$ cat src/pkg/dctm_cfg.svh
// How it works
// - Six count clock sources per timer.
// - Counter mode counts falling event pin edges.
// - Events up to quarter clock, two-cycle levels.
// - Each timer picks one of four modes.
// - Mode 0: high byte plus low five bits.
// - Mode 0 wrap sets flag, requests interrupt.
// - Count source bit selects event pin clock.
// - Sysclk select bit: system or prescaled clock.
// - Outside split mode, count only when run and gate allow.
// - Gate input level follows its polarity bit.
// - Run bit never clears or reloads count.
// - Mode 1 is mode 0 over sixteen bits.
// - Mode 2: low counts, high holds reload.
// - Mode 2 wrap flags and reloads low byte.
// - Split mode: low byte uses timer0 controls.
// - Split high byte: internal clock, timer1 run.
// - Split high overflow sets timer1 flag.
// - Timer1 during split: no pin, no flag.
// - Timer1 mode 3 stops it.
`ifndef DCTM_CFG_SVH
`define DCTM_CFG_SVH

`define DCTM_OFS_CTRL   8'h00
`define DCTM_OFS_MODE   8'h04
`define DCTM_OFS_CKSEL  8'h08
`define DCTM_OFS_IRQCF  8'h0c
`define DCTM_OFS_IE     8'h10
`define DCTM_OFS_T0LO   8'h14
`define DCTM_OFS_T0HI   8'h18
`define DCTM_OFS_T1LO   8'h1c
`define DCTM_OFS_T1HI   8'h20

`define DCTM_RESET_VAL  8'h00

`define DCTM_TF1        7
`define DCTM_TR1        6
`define DCTM_TF0        5
`define DCTM_TR0        4
`define DCTM_GATE1      7
`define DCTM_CT1        6
`define DCTM_MODE1_LSB  4
`define DCTM_TIMER0_GATE_ENABLE      3
`define DCTM_CT0        2
`define DCTM_MODE0_LSB  0
`define DCTM_T1SYS      4
`define DCTM_T0SYS      3
`define DCTM_SCA_LSB    0
`define DCTM_POL_B      7
`define DCTM_POL_A      3
`define DCTM_ET1        3
`define DCTM_ET0        1

`define DCTM_DIV_SCA0   8'h0c
`define DCTM_DIV_SCA1   8'h04
`define DCTM_DIV_SCA2   8'h30
`define DCTM_DIV_SCA3   8'h08

`endif

$ cat src/pkg/dctm_pkg.sv
`default_nettype none
package dctm_pkg;

   typedef enum logic [1:0] {
      DCTM_MODE_13BIT,
      DCTM_MODE_16BIT,
      DCTM_MODE_RELOAD,
      DCTM_MODE_SPLIT
   } dctm_mode_t;

   typedef struct packed {
      logic [7:0]      ctrl;
      logic [7:0]      mode;
      logic [7:0]      cksel;
      logic [7:0]      irqcf;
      logic [7:0]      ie;
      logic [7:0]      t0lo;
      logic [7:0]      t0hi;
      logic [7:0]      t1lo;
      logic [7:0]      t1hi;
      logic [2:0]      sync_ev0;
      logic [2:0]      sync_ev1;
      logic [1:0]      sync_ga;
      logic [1:0]      sync_gb;
      logic [3:0][7:0] pcnt;
      logic            ack;
      logic [7:0]      rdat;
      logic            t1_ovf;
   } dctm_state_t;

endpackage
`default_nettype wire

$ cat src/rtl/dctm_top.sv
// The Wishbone register port and the register offsets were decided locally.
`include "dctm_cfg.svh"
`timescale 1ns/1ns
`default_nettype none
module dctm_top
   import dctm_pkg::*;
#(
   parameter logic [3:0][7:0] PRESCALE_DIVS = {`DCTM_DIV_SCA3, `DCTM_DIV_SCA2,
                                               `DCTM_DIV_SCA1, `DCTM_DIV_SCA0}
) (
   input  wire logic        clk_i,
   input  wire logic        rst_i,
   input  wire logic        wb_cyc_i,
   input  wire logic        wb_stb_i,
   input  wire logic        wb_we_i,
   input  wire logic [7:0]  wb_adr_i,
   input  wire logic [3:0]  wb_sel_i,
   input  wire logic [31:0] wb_dat_i,
   output logic      [31:0] wb_dat_o,
   output logic             wb_ack_o,
   input  wire logic        timer0_event_pin_i,
   input  wire logic        timer1_event_pin_i,
   input  wire logic        ext_irq_input_a_i,
   input  wire logic        ext_irq_input_b_i,
   input  wire logic        timer0_irq_ack_i,
   input  wire logic        timer1_irq_ack_i,
   output logic             timer0_irq_o,
   output logic             timer1_irq_o,
   output logic             timer1_overflow_o
);

   // A divisor of zero would wrap and tick once every 256 cycles.
   generate
      for (genvar g = 0; g < 4; g++) begin : g_chk
         if (PRESCALE_DIVS[g] == 8'h00) begin : g_bad
            $error("Prescale divisor must be non-zero.");
         end
      end
   endgenerate

   dctm_state_t q;
   dctm_state_t next_q;

   // Returns {overflow, high, low} after one count step.
   function automatic logic [16:0] dctm_step(input dctm_mode_t m,
                                             input logic [7:0] lo,
                                             input logic [7:0] hi);
      logic [12:0] c13;
      logic [15:0] c16;
      logic [16:0] r;
      c13 = {hi, lo[4:0]};
      c16 = {hi, lo};
      r = {1'b0, hi, lo};
      case (m)
         DCTM_MODE_13BIT: begin
            c13 = c13 + 13'h0001;
            r = {(c13 == 13'h0000), c13[12:5], lo[7:5], c13[4:0]};
         end
         // The count is not latched, so a two-byte read may straddle a carry.
         // Full sixteen bits.
         DCTM_MODE_16BIT: begin
            c16 = c16 + 16'h0001;
            r = {(c16 == 16'h0000), c16};
         end
         DCTM_MODE_RELOAD: begin
            if (lo == 8'hff) begin
               r = {1'b1, hi, hi};
            end else begin
               r = {1'b0, hi, lo + 8'h01};
            end
         end
         // Low byte as eight bit counter.
         DCTM_MODE_SPLIT: begin
            r = {(lo == 8'hff), hi, lo + 8'h01};
         end
         default: begin
            r = {1'b0, hi, lo};
         end
      endcase
      return r;
   endfunction

   // Decodes a byte address into a register write hit.
   function automatic logic dctm_hit(input logic [7:0] adr,
                                     input logic [7:0] ofs);
      return adr == ofs;
   endfunction

   // Picks the prescaled tick named by the clock-scale field.
   function automatic logic dctm_pre_pick(input logic [3:0] ticks,
                                          input logic [1:0] sel);
      return ticks[sel];
   endfunction

   // Internal count clock: system clock or the selected prescaled tick.
   function automatic logic dctm_int_tick(input logic sys_sel,
                                          input logic pre);
      return sys_sel | pre;
   endfunction

   // A gating input is active when its level matches its polarity bit.
   function automatic logic dctm_gate_on(input logic lvl,
                                         input logic pol);
      return lvl == pol;
   endfunction

   // Run bit, qualified by the gate input when gating is enabled.
   function automatic logic dctm_run(input logic tr,
                                     input logic gate_en,
                                     input logic gate_ok);
      return tr & (~gate_en | gate_ok);
   endfunction

   // Read mux; unmapped addresses read as zero.
   function automatic logic [7:0] dctm_rd_reg(input dctm_state_t s,
                                              input logic [7:0]  adr);
      logic [7:0] v;
      case (adr)
         `DCTM_OFS_CTRL:  v = s.ctrl;
         `DCTM_OFS_MODE:  v = s.mode;
         `DCTM_OFS_CKSEL: v = s.cksel;
         `DCTM_OFS_IRQCF: v = s.irqcf;
         `DCTM_OFS_IE:    v = s.ie;
         `DCTM_OFS_T0LO:  v = s.t0lo;
         `DCTM_OFS_T0HI:  v = s.t0hi;
         `DCTM_OFS_T1LO:  v = s.t1lo;
         `DCTM_OFS_T1HI:  v = s.t1hi;
         default:         v = 8'h00;
      endcase
      return v;
   endfunction

   dctm_mode_t mode0;
   dctm_mode_t mode1;
   logic       split;
   logic [3:0] pre_tick;
   logic       pre_sel;

   logic       fall0;
   logic       fall1;
   logic       gate_a;
   logic       gate_b;
   logic       run0;
   logic       run1;
   logic       run0h;
   logic       tick0;
   logic       tick1;
   logic       tick0h;

   logic       req;
   logic       wr;
   logic [7:0] wbyte;

   logic [16:0] st0;
   logic [16:0] st1;
   logic [7:0]  t0hi_inc;
   logic        set_tf0;
   logic        set_tf1;
   logic        ovf1;

   always_comb begin
      next_q = q;

      // Two-stage synchronisers; the event pins add a history stage.
      next_q.sync_ev0 = {q.sync_ev0[1:0], timer0_event_pin_i};
      next_q.sync_ev1 = {q.sync_ev1[1:0], timer1_event_pin_i};
      next_q.sync_ga  = {q.sync_ga[0], ext_irq_input_a_i};
      next_q.sync_gb  = {q.sync_gb[0], ext_irq_input_b_i};
      // Falling edge gives one count pulse.
      fall0 = q.sync_ev0[2] & ~q.sync_ev0[1];
      fall1 = q.sync_ev1[2] & ~q.sync_ev1[1];

      // Four prescaled ticks from free-running dividers.
      for (int k = 0; k < 4; k++) begin
         pre_tick[k] = (q.pcnt[k] == PRESCALE_DIVS[k] - 8'h01);
         next_q.pcnt[k] = pre_tick[k] ? 8'h00 : q.pcnt[k] + 8'h01;
      end
      pre_sel = dctm_pre_pick(pre_tick, q.cksel[`DCTM_SCA_LSB +: 2]);

      mode0 = dctm_mode_t'(q.mode[`DCTM_MODE0_LSB +: 2]);
      mode1 = dctm_mode_t'(q.mode[`DCTM_MODE1_LSB +: 2]);
      split = (mode0 == DCTM_MODE_SPLIT);

      // Gate level compared with polarity bit.
      gate_a = dctm_gate_on(q.sync_ga[1], q.irqcf[`DCTM_POL_A]);
      gate_b = dctm_gate_on(q.sync_gb[1], q.irqcf[`DCTM_POL_B]);

      run0 = dctm_run(q.ctrl[`DCTM_TR0], q.mode[`DCTM_TIMER0_GATE_ENABLE], gate_a);
      // Mode 3 halts timer1; in split its mode is its run.
      if (mode1 == DCTM_MODE_SPLIT) begin
         run1 = 1'b0;
      end else if (split) begin
         run1 = 1'b1;
      end else begin
         run1 = dctm_run(q.ctrl[`DCTM_TR1], q.mode[`DCTM_GATE1], gate_b);
      end
      // Split high byte runs from timer1 run bit.
      run0h = split & q.ctrl[`DCTM_TR1];

      if (q.mode[`DCTM_CT0]) begin
         tick0 = fall0;
      end else begin
         tick0 = dctm_int_tick(q.cksel[`DCTM_T0SYS], pre_sel);
      end
      // Timer1 takes no pin clock during split.
      if (q.mode[`DCTM_CT1] & ~split) begin
         tick1 = fall1;
      end else begin
         tick1 = dctm_int_tick(q.cksel[`DCTM_T1SYS], pre_sel);
      end
      // Split high byte never takes the event pin.
      tick0h = dctm_int_tick(q.cksel[`DCTM_T0SYS], pre_sel);

      st0 = dctm_step(mode0, q.t0lo, q.t0hi);
      st1 = dctm_step(mode1, q.t1lo, q.t1hi);
      t0hi_inc = q.t0hi + 8'h01;
      set_tf0 = 1'b0;
      set_tf1 = 1'b0;
      ovf1 = 1'b0;

      if (run0 & tick0) begin
         next_q.t0lo = st0[7:0];
         if (!split) begin
            next_q.t0hi = st0[15:8];
         end
         set_tf0 = st0[16];
      end
      if (run0h & tick0h) begin
         next_q.t0hi = t0hi_inc;
         set_tf1 = (q.t0hi == 8'hff);
      end
      if (run1 & tick1) begin
         next_q.t1lo = st1[7:0];
         next_q.t1hi = st1[15:8];
         ovf1 = st1[16];
         // Timer1 sets no flag of its own while timer0 is split.
         if (!split) begin
            set_tf1 = st1[16];
         end
      end
      next_q.t1_ovf = ovf1;

      // Wishbone classic: ack one cycle after the request, for one cycle.
      // Ack gates itself, so a strobe held through ack is answered every second cycle.
      req = wb_cyc_i & wb_stb_i;
      wr = req & wb_we_i & q.ack & wb_sel_i[0];
      wbyte = wb_dat_i[7:0];
      next_q.ack = req & ~q.ack;
      if (req & ~q.ack) begin
         next_q.rdat = dctm_rd_reg(q, wb_adr_i);
      end

      // Writing the run bit leaves the count alone.
      if (wr && dctm_hit(wb_adr_i, `DCTM_OFS_CTRL)) begin
         next_q.ctrl = wbyte;
      end
      if (wr && dctm_hit(wb_adr_i, `DCTM_OFS_MODE)) begin
         next_q.mode = wbyte;
      end
      if (wr && dctm_hit(wb_adr_i, `DCTM_OFS_CKSEL)) begin
         next_q.cksel = wbyte;
      end
      if (wr && dctm_hit(wb_adr_i, `DCTM_OFS_IRQCF)) begin
         next_q.irqcf = wbyte;
      end
      if (wr && dctm_hit(wb_adr_i, `DCTM_OFS_IE)) begin
         next_q.ie = wbyte;
      end
      // Software loads count bytes; its write beats a count.
      if (wr && dctm_hit(wb_adr_i, `DCTM_OFS_T0LO)) begin
         next_q.t0lo = wbyte;
      end
      if (wr && dctm_hit(wb_adr_i, `DCTM_OFS_T0HI)) begin
         next_q.t0hi = wbyte;
      end
      if (wr && dctm_hit(wb_adr_i, `DCTM_OFS_T1LO)) begin
         next_q.t1lo = wbyte;
      end
      if (wr && dctm_hit(wb_adr_i, `DCTM_OFS_T1HI)) begin
         next_q.t1hi = wbyte;
      end

      // Acknowledge clears, but a new overflow wins.
      if (timer0_irq_ack_i) begin
         next_q.ctrl[`DCTM_TF0] = 1'b0;
      end
      if (timer1_irq_ack_i) begin
         next_q.ctrl[`DCTM_TF1] = 1'b0;
      end
      if (set_tf0) begin
         next_q.ctrl[`DCTM_TF0] = 1'b1;
      end
      if (set_tf1) begin
         next_q.ctrl[`DCTM_TF1] = 1'b1;
      end
   end

   always_ff @(posedge clk_i) begin
      if (rst_i) begin
         q.ctrl     <= `DCTM_RESET_VAL;
         q.mode     <= `DCTM_RESET_VAL;
         q.cksel    <= `DCTM_RESET_VAL;
         q.irqcf    <= `DCTM_RESET_VAL;
         q.ie       <= `DCTM_RESET_VAL;
         q.t0lo     <= `DCTM_RESET_VAL;
         q.t0hi     <= `DCTM_RESET_VAL;
         q.t1lo     <= `DCTM_RESET_VAL;
         q.t1hi     <= `DCTM_RESET_VAL;
         // A low history stage after reset cannot fake a falling edge.
         q.sync_ev0 <= 3'h0;
         q.sync_ev1 <= 3'h0;
         q.sync_ga  <= 2'h0;
         q.sync_gb  <= 2'h0;
         q.pcnt     <= '0;
         q.ack      <= 1'b0;
         q.rdat     <= 8'h00;
         q.t1_ovf   <= 1'b0;
      end else begin
         q <= next_q;
      end
   end

   assign timer0_irq_o = q.ctrl[`DCTM_TF0] & q.ie[`DCTM_ET0];
   assign timer1_irq_o = q.ctrl[`DCTM_TF1] & q.ie[`DCTM_ET1];
   // Timer1 overflow stays visible for baud and conversion use in split.
   assign timer1_overflow_o = q.t1_ovf;
   assign wb_ack_o = q.ack;
   assign wb_dat_o = {24'h000000, q.rdat};

endmodule
`default_nettype wire

$ cat config.mk
export PLATFORM = sky130hd
export DESIGN_NAME = dctm_top
export DESIGN_NICKNAME = d
export VERILOG_FILES = /design/src/pkg/dctm_pkg.sv /design/src/rtl/dctm_top.sv
export VERILOG_INCLUDE_DIRS = /design/src /design/src/pkg
export SDC_FILE = /design/constraint.sdc
export NUM_CORES = 1
export LEC_CHECK = 0
export ABC_AREA = 1
export BUFFER_PORTS_ARGS = -buffer_cell sky130_fd_sc_hd__buf_2
export CAP_MARGIN = 20
export CORE_MARGIN = 1
export CORE_UTILIZATION = 40
export CTS_CLUSTER_DIAMETER = 150
export DETAILED_ROUTE_END_ITERATION = 10
export SETUP_SLACK_MARGIN = 0.4
export SYNTH_ARGS = -nofsm -noshare
export SYNTH_HDL_FRONTEND = slang
export SYNTH_SLANG_ARGS = --single-unit
$ cat constraint.sdc
create_clock -name clk_i -period 1.8 [get_ports clk_i]
set_input_delay 0.18 -clock clk_i [delete_from_list [all_inputs] [get_ports clk_i]]
set_output_delay 0.18 -clock clk_i [all_outputs]
set_load 0.02 [all_outputs]
Word-level counts from Yosys, hierarchy flattened
Cells that the tools add are included.
Widths: inputs -> output; s select.
{"block": "op_classes", "reduce_logical": 31, "magnitude_cmp": 1, "bitwise_logic": 27, "n_eq_ne": 29, "add_sub_neg": 11, "n_mux": 28}
{"op": "$pmux 17 s4", "count": 2}
{"op": "$pmux 8 s9", "count": 1}
{"op": "$add 8x1->8 const B", "count": 7}
{"op": "$mux 8", "count": 7}
{"op": "$mux 17", "count": 2}
{"op": "$add 16x1->16 const B", "count": 2}
{"op": "$eq 8x5->1 const B", "count": 4}
{"op": "$logic_not 16->1", "count": 2}
{"op": "$mux 16", "count": 2}
{"op": "$add 13x1->13 const B", "count": 2}
{"op": "$logic_not 13->1", "count": 2}
{"op": "$eq 8x4->1 const B", "count": 3}
{"op": "$eq 8x8->1 const B", "count": 3}
{"op": "$and 1x1->1", "count": 16}
{"op": "$eq 8x3->1 const B", "count": 2}
{"op": "$eq 8x6->1 const B", "count": 2}
{"op": "$mux 1", "count": 13}
{"op": "$reduce_or 2->1", "count": 5}
{"op": "$logic_and 1x1->1", "count": 9}
{"op": "$reduce_bool 3->1", "count": 3}
{"op": "$eq 2x2->1 const B", "count": 4}
{"op": "$eq 8x2->1 const B", "count": 1}
{"op": "$logic_not 8->1", "count": 1}
{"op": "$not 1->1", "count": 7}
{"op": "other kinds (13)", "count": 25}
{"block": "totals", "elab_cells": 151, "out_inout_bits": 36, "in_bits": 55, "regBits": 124}

Logic depth before layout (Yosys ltp)
Gate-level depths: netlist of the first run.
{"block": "depth", "word_depth": 9, "ltp_mapped": 16, "depth_no_buf": 15}

Worst setup path before layout of the first run
No wires, ideal clock.
{"block": "synth_path", "path_kind": "flip-flop to flip-flop", "startpoint": "register q[60] (netlist bit)", "endpoint": "register q (netlist bit timer1_overflow_o)", "path_buffers": 1, "arrival_time_ps": 1674, "path_stages_with_launch": 15, "synth_period_minus_slack_ps": 1739, "path_slack_ps": 61, "setup_ps": 65, "required_time_ps": 1735, "path_cell_list": "dfxtp_1 ha_1 nand2_1 nor2_1 buf_4 nand3_1 xor2_1 nand2_1 nor2_1 nand2_1 nand2_1 nand2_1 nand2_1 nand2_1 nor2_1"}
{"block": "synth_via", "elab_chain_cells": 3}
{"element": "start, declared", "line_no": "dctm_top.sv:41", "rtl": "dctm_state_t q;"}
{"element": "start signal, assigned", "line_no": "dctm_top.sv:319", "rtl": "q <= next_q;"}
{"element": "$add 16x1->16 (tied with other cells)", "line_no": "dctm_top.sv:62", "rtl": "c16 = c16 + 16'h0001;"}
{"element": "$logic_not 16->1 (tied with other cells)", "line_no": "dctm_top.sv:63", "rtl": "r = {(c16 == 16'h0000), c16};"}
{"element": "$pmux 17 s4 *", "line_no": "dctm_top.sv:54", "rtl": "case (m)"}
Every way passes the cells marked *; elsewhere a longest branch is shown, timed or not. The select of a mux whose other input is x is not followed.
A chain may end at the register's enable or synchronous reset.

Final worst setup path of the first run
{"block": "layout_path", "startpoint": "register q[60] (netlist bit)", "endpoint": "register q[123] (netlist bit)"}
{"block": "layout_via", "elab_chain_cells": 6}
{"element": "$add 16x1->16 (tied with other cells)", "line_no": "dctm_top.sv:62"}
{"element": "$logic_not 16->1 (tied with other cells)", "line_no": "dctm_top.sv:63"}
{"element": "$pmux 17 s4 *", "line_no": "dctm_top.sv:54"}
{"element": "$mux 1 *", "line_no": "dctm_top.sv:237", "rtl": "if (!split) begin"}
{"element": "$mux 1 *", "line_no": "dctm_top.sv:232", "rtl": "if (run1 & tick1) begin"}
{"element": "$reduce_bool 3->1 (no source line) / $mux 1 (equally long branches)"}
Marked as above.

==> results of run 1 <==
placed cells by master (no fill, tap or decap), types with 12 or more instances in the layout:
| cell | netlist | final |
|---|---|---|
| buf_4 | 36 | 130 |
| conb_1 | 1 | 24 |
| a21oi_2 | 0 | 13 |
| nor2_4 | 2 | 25 |
| nand4_1 | 25 | 25 |
| nand2_1 | 305 | 270 |
| o21ai_1 | 6 | 20 |
| dfxtp_2 | 0 | 16 |
| nand3_2 | 5 | 15 |
| nor2_1 | 148 | 114 |
| nor2_2 | 11 | 22 |
| nand3_1 | 94 | 74 |
| xor2_1 | 16 | 12 |
| clkbuf_16 | 0 | 18 |
| o21ai_0 | 77 | 61 |
| nand2_2 | 6 | 26 |
| inv_1 | 129 | 116 |
| dfxtp_1 | 124 | 99 |
| buf_2 | 12 | 39 |
| inv_2 | 5 | 12 |
| a21oi_1 | 102 | 89 |
| buf_6 | 2 | 33 |
registers in the layout, summed over array words and instances, names as in the netlist:
signal	flops
next_q	6
timer1_overflow_o	1
q	104
wb_dat_o	8
mode0	2
mode1	2
wb_ack_o	1
where the power goes:
part	switching, W	total (W)	internal (W)
Sequential	0.0000267	0.00280	0.00277
Combinational	0.000267	0.000416	0.000149
Clock	0.00146	0.00360	0.00213
area by class of cell:
class,count,share of cell area
Inverter,136,0.0485
Tap cell,234,0.0266
Clock inverter,14,0.0156
Multi-Input combinational cell,911,0.477
Clock buffer,18,0.0399
Sequential cell,124,0.230
Timing Repair Buffer,216,0.162
layer usage:
layer	global-route usage	share of wire
met1	0.353	0.44
met3	0.0442	0.062
met5	0	0
met4	0.0898	0.028
met2	0.431	0.47
cells by family after synthesis:
| family | after synthesis |
|---|---|
| simple gates | 627 |
| compound gates | 235 |
| buf+inv | 198 |
| flops | 124 |
| xor+xnor | 17 |
| fa+ha+maj | 8 |
| other cells | 1 |
repair_timing:
item	in CTS	in global routing
endpoints found under the setup margin	66	70
setup buffers	19	29
pin swaps	23	64
endpoints found under the hold margin	4	0
hold buffers	4	0
cloned	1	2
gates resized for setup	83	135
worst reg2reg max path: cells and delay by family, from the launching register on:
| family | cells | cell delay, ns |
|---|---|---|
| fa+ha+maj | 1 | 0.17 |
| buf+inv | 2 | 0.28 |
| flops | 1 | 0.37 |
| simple gates | 12 | 1.03 |
path summary, 6_finish.rpt:
kind	end	start	depth (start not counted)	slack, ns
worst max-delay path	q[123]$_SDFFE_PP0P_	q[60]$_SDFFE_PP0P_	15	-0.11
worst max register to register	q[123]$_SDFFE_PP0P_	q[60]$_SDFFE_PP0P_	15	-0.11
worst min-delay path	q[121]$_SDFFE_PP0P_	timer0_irq_ack_i	4	0.11
worst min register to register	q[45]$_SDFF_PP0_	next_q[45]$_SDFF_PP0_	2	0.40
metrics by stage:
step	hold WS, ns	setup slack, ns	setup TNS [ns]	total power (W)	instances
after floorplan	0.287	0.217	0	0.00309	1233
after global routing	0.141	-0.241	-3.01	0.00701	1653
after detailed placement	0.393	-0.0631	-0.144	0.00321	1566
final	0.112	-0.114	-0.429	0.00681	1653
after CTS	0.0728	-0.00306	-0.00489	0.00680	1622
after global placement	0.390	-0.0580	-0.127	0.00320	1566
==> flow_summary.toml, run 1 <==
[worst_setup_path]
path_buf_inv = 2
crit_required_ns = 2.17
critPathMaxFanout = 5
cp_cell_sequence = "ha_4 > nand2_4 > nor2_4 > buf_4 > clkbuf_16 > nand4_1 > nand2_1 > nand3b_1 > nor2_1 > nand2_1 > nand2_1 > nand2_1 > nand2_2 > nand3_2 > nand2_1"
crit_top_cell = "nand2_1"
crit_type = "reg -> reg"
critPathSlowestCell = "dfxtp_4"
slowest_delay_ns = 0.37
start_kind = "register"
cp_data_arrival_time_ns = 2.28
cpLargestDelayFamily = "simple AND/OR/NAND/NOR gates"
critPathCaptureType = "register"

[grt]
grt_max_degree = 51
grtUsageTotal = 0.264
antenna_found_initial = 0
grt_pass1_vias = 7889
grt_pass1_wl_um = 41000
overflow = 0

[timing]
fin_crit_ns = 1.91
clock_skew_ns = 0.00909
rsz0062_at_grt = "yes"
fmax_mhz = 522
finalMaxSlewViolations = 0
finalHoldViolations = 0
setup_ws_ns = -0.114
setup-violations-final = 8
period_share = 1.06

[synth]
synth_area_leaders = "dfxtp_1 (32%), nand2_1 (15%), nor2_1 (7.2%)"
yosysMostFrequentCell = "nand2_1"
synth_compound_area_frac = 0.168
yosys_register_bits = 124
synthFlopType = "dfxtp_1"
async_reset_ff_frac = 0
ys_top_cells_by_count = "nand2_1 (305), nor2_1 (148), inv_1 (129), dfxtp_1 (124), a21oi_1 (102)"
synth_top_family_by_area = "simple AND/OR/NAND/NOR gates"
post-synth-top-area-cell = "dfxtp_1"
synthesis.area_um2 = 7690
synthSimpleGateAreaFrac = 0.358
ys_seq_area_frac = 0.323
synthDistinctLibCells = 49
synth_edf_count = 0
synth_xor_area_frac = 0.0194
syn_inst = 1210
synth_fa_ha_area_frac = 0.0130
muxShareOfSynthArea = 0
synth.avg_cell_area_um2 = 6.36
synth_top_area_share = 0.323
synth_warnings = 0

[clock_tree]
cts-buffers-inserted = 17
clk-insertion-delay-late_ns = 0.43
clockBufferDepth = 2
cts_htree_levels = 4
cts.clk_slew.worst_paths_ns = 0.06
cts_tree = "yes"
root_buffer = "clkbuf_16"
cts_sinks = 124

[floorplan]
die_x_um = 141
core_area_um2 = 18800
initial_core_util = 0.410
rows = 50
die_h_um = 141
io_pins = 91
die_area_um2 = 19800

[cells_and_area]
syn_to_final_growth_pct = 43.1
finalNetCount = 1469
diodes = 0
fin_area_um2 = 11000
fillerInstances = 1757
regArea_um2 = 2540
fin_util = 0.586
drive_gt1_frac = 0.319
multiInputGateArea_um2 = 5250

[outcome]
violations = "negative setup slack"
status = "finished, violations left"

[detailed_routing]
wire_per_inst_um = 16.2
ant_nets = 0
dr.pass1.iters = 5
drt_iter0_drc = 735
remaining_drc_errors = 0
finalWirelength_um = 26800
vias_per_cell = 5.32
routed-via-count = 8802

[place]
routabilityCongestion = 0.963
placed_cell_area_um2 = 9110
portBuffers = 39
hpwl_um = 18700

[power_and_ir_drop]
max-vdd-ir-drop_mv = 0.736
p_per_area_nw_per_um2 = 619
p_leak_nw = 4.82

[flow_run]
cap_violations = 0

[worst_hold_path]
hp-class = "in -> reg"
(Power assumes the default switching activity.)
==> run 2, diff against run 1 <==
Settings changed: CORE_UTILIZATION 40 to 38.
==> run 2 against run 1 <==
The run still ends with negative setup slack left. Design area fell by 1.3%. Flip-flop and latch count is the same. First-iteration DRC count down 9.8%. Combinational power fell by 4%. Setup slack better by 0.076 ns. Critical path depth stayed put. Register-to-register slack better by 0.08 ns. Fmax increased by 4.1%. Core utilization fell by 3.4 points. Highest routed layer unchanged.
==> flow_summary.toml, run 2 (synthesis gave the netlist of run 1 again) <==
[flow_run]
cap_violations = 0

[place]
portBuffers = 39
hpwl_um = 18500
dp_cells = 1580
routabilityCongestion = 0.947

[grt]
grt_pass1_wl_um = 39300
grtUsageTotal = 0.247
grt_max_degree = 37
overflow = 0
grt_pass1_vias = 7477
antenna_found_initial = 0

[cells_and_area]
largest_reg_flops = 104
syn_to_final_growth_pct = 41.3
fin_cells = 1666
diodes = 0
fin_util = 0.553
final_common_cell = "nand2_1"
final_cell_mix = "nand2_1 (272), nor2_1 (125), inv_1 (121)"
max_flop_register = "q"
finalNetCount = 1451
drive_gt1_frac = 0.323
fillerInstances = 1915

[clock_tree]
cts_htree_levels = 4
cts_sinks = 124
clk-insertion-delay-late_ns = 0.42
cts_tree = "yes"
root_buffer = "clkbuf_16"
clockBufferDepth = 2
cts-buffers-inserted = 17
cts.clk_slew.worst_paths_ns = 0.06

[timing]
period_share = 1.02
setup-violations-final = 6
setup_tns_ns = -0.0719
fin_crit_ns = 1.84
finalHoldViolations = 0
setup_ws_ns = -0.0381
finalMaxSlewViolations = 0
rsz0062_at_grt = "yes"
hold_slack_ns = 0.106
clock_skew_ns = 0.0104
fmax_mhz = 544

[worst_setup_path]
crit_type = "reg -> reg"
cpLargestDelayFamily = "simple AND/OR/NAND/NOR gates"
crit_required_ns = 2.15
path_buf_inv = 1
crit_top_cell = "nand2_1"
critPathSlowestCell = "dfxtp_4"
r2r-start = "q[61]$_SDFFE_PP0P_"
critPathMaxFanout = 6
start_kind = "register"
cp_data_arrival_time_ns = 2.19
slowest_delay_ns = 0.37
cp-startpoint = "q[61]$_SDFFE_PP0P_"
cp_cell_sequence = "ha_4 > nand2_4 > nor2_4 > buf_12 > nand2_2 > xor2_1 > nor2_1 > nand2_1 > nor2_1 > nand2_1 > nand2_1 > nand2_1 > nand2_2 > nand2_1 > nor2_1"
critPathCaptureType = "register"

[detailed_routing]
routed-via-count = 8617
ant_nets = 0
dr.pass1.iters = 5
remaining_drc_errors = 0
vias_per_cell = 5.17
finalWirelength_um = 26000
wire_per_inst_um = 15.6
drt_iter0_drc = 663

[floorplan]
core_area_um2 = 19700
die_h_um = 144
rows = 51
initial_core_util = 0.391
die_area_um2 = 20800
die_x_um = 144
io_pins = 91

[outcome]
status = "finished, violations left"
violations = "negative setup slack"

[power_and_ir_drop]
finalPower_w = 0.00641
p_leak_nw = 4.69
max-vdd-ir-drop_mv = 0.620
p_per_area_nw_per_um2 = 590

[worst_hold_path]
hp-class = "in -> reg"
min-delay-start = "timer0_irq_ack_i"
run 2: what timing repair did:
item	4_1_cts	5_1_grt
gates resized for setup	88	179
gates cloned	0	2
pin swaps	41	73
setup buffers	34	14
hold buffers	4	0
hold endpoints to repair	4	0
setup endpoints to repair	58	65
run 2: layout make-up:
type / instances / area [um2] / share of cell area
flip-flops and latches: 124 / 2540 / 0.234
inverters: 136 / 534 / 0.0492
multi-input cells: 911 / 5280 / 0.486
clock buffers: 19 / 443 / 0.0408
repair buffers: 198 / 1620 / 0.149
well taps: 265 / 332 / 0.0305
clock inverters: 13 / 110 / 0.0101
run 2: worst min-delay path: cells and delay by family:
| kind | cells | cell delay [ns] |
|---|---|---|
| and+or+nand+nor | 1 | 0.05 |
| AOI/OAI and AO/OA | 2 | 0.12 |
| buffers and inverters | 1 | 0.11 |
run 2: power breakdown:
| group | switching, W | internal, W |
|---|---|---|
| clock network | 0.00139 | 0.00183 |
| registers | 0.0000269 | 0.00277 |
| logic | 0.000261 | 0.000138 |
run 2: worst paths after layout:
path | endpoint | slack [ns] | cells past startpoint
worst max register to register | timer1_overflow_o$_SDFF_PP0_ | -0.04 | 15
worst min register to register | q[43]$_SDFF_PP0_ | 0.41 | 2
worst min-delay path | q[121]$_SDFFE_PP0P_ | 0.11 | 4
worst max-delay path | timer1_overflow_o$_SDFF_PP0_ | -0.04 | 15
run 2: per-layer routing:
layer	wire, um	track usage	vias up
li1	-	-	4304
met2	12000	0.390	282
met5	0	0	-
met1	11800	0.345	3989
met3	1560	0.0407	42
met4	534	0.0737	0
run 2: stage by stage:
stage / setup WS, ns / area, um2
2_1_floorplan: 0.217 / 8060
3_3_place_gp: -0.0474 / 8980
3_5_place_dp: -0.0375 / 8980
4_1_cts: 0.0216 / 10200
5_1_grt: -0.146 / 10900
6_report: -0.0381 / 10900
==> run 3, diff against run 2 <==
Clock period 1.8 ns to 1.78 ns, I/O delays scaled along.
==> run 3 against run 2 <==
The flow still finishes with violations (negative setup slack). Flip-flop and latch count is the same. Largest power group unchanged. Non-clock buffer count decreased by 15. Count of clock-buffer cells in the layout stayed put. Routed wire length fell by 1.1%. Global-route usage increased by 0.50 points. Largest cell class unchanged. Sequential power rose by 1%. Clock power grew 9.9%. Combinational power decreased by 7.3%. Register-to-register slack worse by 0.09 ns. Core utilization shrank 0.95 points. Via count shrank 0.89%.
==> flow_summary.toml, run 3 (synthesis gave the netlist of run 1 again) <==
[outcome]
status = "finished, violations left"
violations = "negative setup slack"

[power_and_ir_drop]
finalPower_w = 0.00675
p_leak_nw = 4.61
max-vdd-ir-drop_mv = 0.689
p_per_area_nw_per_um2 = 632

[cells_and_area]
fillerInstances = 1954
max_flop_register = "q"
final_common_cell = "nand2_1"
fin_cells = 1653
regArea_um2 = 2530
largest_reg_flops = 104
diodes = 0
fin_util = 0.543
multiInputGateArea_um2 = 5200
syn_to_final_growth_pct = 38.9
drive_gt1_frac = 0.295
finalNetCount = 1438
final_cell_mix = "nand2_1 (267), nor2_1 (122), inv_1 (119)"

[worst_setup_path]
critPathMaxFanout = 6
start_kind = "register"
slowest_delay_ns = 0.38
r2r-start = "q[61]$_SDFFE_PP0P_"
critPathSlowestCell = "dfxtp_4"
cp_data_arrival_time_ns = 2.26
crit_top_cell = "nand2_1"
reg2reg_to = "timer1_overflow_o$_SDFF_PP0_"
critPathCaptureType = "register"
r2r_slack_ns = -0.13
crit_required_ns = 2.13
crit_type = "reg -> reg"
cp_cell_sequence = "ha_4 > nand2_4 > nor2_4 > buf_12 > nand2_4 > xor2_2 > nor2_1 > nand2_1 > nor2_1 > nand2_1 > nand2_1 > nand2_1 > nand2_1 > nand2_1 > nor2_2"
rr_worst_depth = 15

[worst_hold_path]
whs_path_depth = 4
hp-class = "in -> reg"
min-delay-start = "timer0_irq_ack_i"
min_to = "q[121]$_SDFFE_PP0P_"

[detailed_routing]
vias_per_cell = 5.17
dr.pass1.iters = 5
routed-via-count = 8540
wire_per_inst_um = 15.5
ant_nets = 0
drt_iter0_drc = 663
remaining_drc_errors = 0
finalWirelength_um = 25700

[clock_tree]
cts_tree = "yes"
clockBufferDepth = 2
cts-buffers-inserted = 17
cts_htree_levels = 4
cts_sinks = 124
clk-insertion-delay-late_ns = 0.43
root_buffer = "clkbuf_16"
cts.clk_slew.worst_paths_ns = 0.06

[grt]
grt_pass1_wl_um = 40300
grtUsageTotal = 0.252
antenna_found_initial = 0
grt_pass1_vias = 7813
grt_max_degree = 47
overflow = 0

[place]
hpwl_um = 18500
portBuffers = 39
dp_cells = 1580
routabilityCongestion = 0.932

[floorplan]
core_area_um2 = 19700
die_area_um2 = 20800
die_h_um = 144
io_pins = 91
rows = 51
initial_core_util = 0.391
die_x_um = 144

[timing]
setup_ws_ns = -0.133
fin_crit_ns = 1.91
setup-violations-final = 11
clock_skew_ns = 0.00975
rsz0062_at_grt = "yes"
finalHoldViolations = 0
period_share = 1.07
fmax_mhz = 523
finalMaxSlewViolations = 0

[flow_run]
cap_violations = 0
==> run 3: how the worst max path moves through the flow <==
stage                                         to  slack (ns)               start  depth (start not counted)
floorplan                     q[81]$_SDFFE_PP0P_        0.20    q[27]$_SDFF_PP0_                         12
global placement    timer1_overflow_o$_SDFF_PP0_       -0.10  q[60]$_SDFFE_PP0P_                         15
detailed placement  timer1_overflow_o$_SDFF_PP0_       -0.12  q[62]$_SDFFE_PP0P_                         14
CTS                 timer1_overflow_o$_SDFF_PP0_       -0.06  q[61]$_SDFFE_PP0P_                         15
global route        timer1_overflow_o$_SDFF_PP0_       -0.24  q[61]$_SDFFE_PP0P_                         15
finish              timer1_overflow_o$_SDFF_PP0_       -0.13  q[61]$_SDFFE_PP0P_                         15
==> run 3: per-stage QoR <==
step                      setup TNS, ns  hold slack [ns]  area (um2)  worst slack, ns
after floorplan                       0            0.285        8060            0.197
after global placement           -0.213            0.383        9010           -0.103
after detailed placement         -0.601            0.389        9010           -0.119
after CTS                        -0.212           0.0859       10200          -0.0580
after global routing              -3.26           0.0991       10700           -0.238
final                            -0.780            0.106       10700           -0.133
==> run 3: what timing repair did <==
item                                    4_1_cts  5_1_grt
endpoints found under the hold margin         4        0
hold buffers                                  4        0
setup buffers                                20       11
gates cloned                                  4        2
endpoints found under the setup margin       68       70
gates resized for setup                      91      110
pin swaps                                    33       51
==> run 3: report_power, final <==
part	switching [W]	internal, W	total (W)
clock	0.00141	0.00213	0.00354
combinational	0.000250	0.000120	0.000370
sequential	0.0000279	0.00281	0.00284
total	0.00168	0.00506	0.00675
==> run 3: worst max-delay path, delay by kind of cell (launching register included) <==
kind / cells / cell delay (ns)
and+or+nand+nor: 12 / 0.99
DFF: 1 / 0.38
adders and majority gates: 1 / 0.17
buffers and inverters: 1 / 0.15
xor gates and xnor gates: 1 / 0.15
==> run 3: layer usage <==
metal | GRT usage | wire length, um | vias up
li1 | - | - | 4273
met1 | 0.343 | 11800 | 3900
met2 | 0.396 | 11500 | 308
met3 | 0.0411 | 1590 | 59
met4 | 0.105 | 768 | 0
met5 | 0 | 0 | -
==> run 3: area by class of cell <==
class	instances	area share
multi-input combinational	913	0.487
tap	265	0.0311
clock inverter	13	0.0148
inverter	136	0.0505
sequential	124	0.237
timing repair buffer	183	0.139
clock buffer	19	0.0415
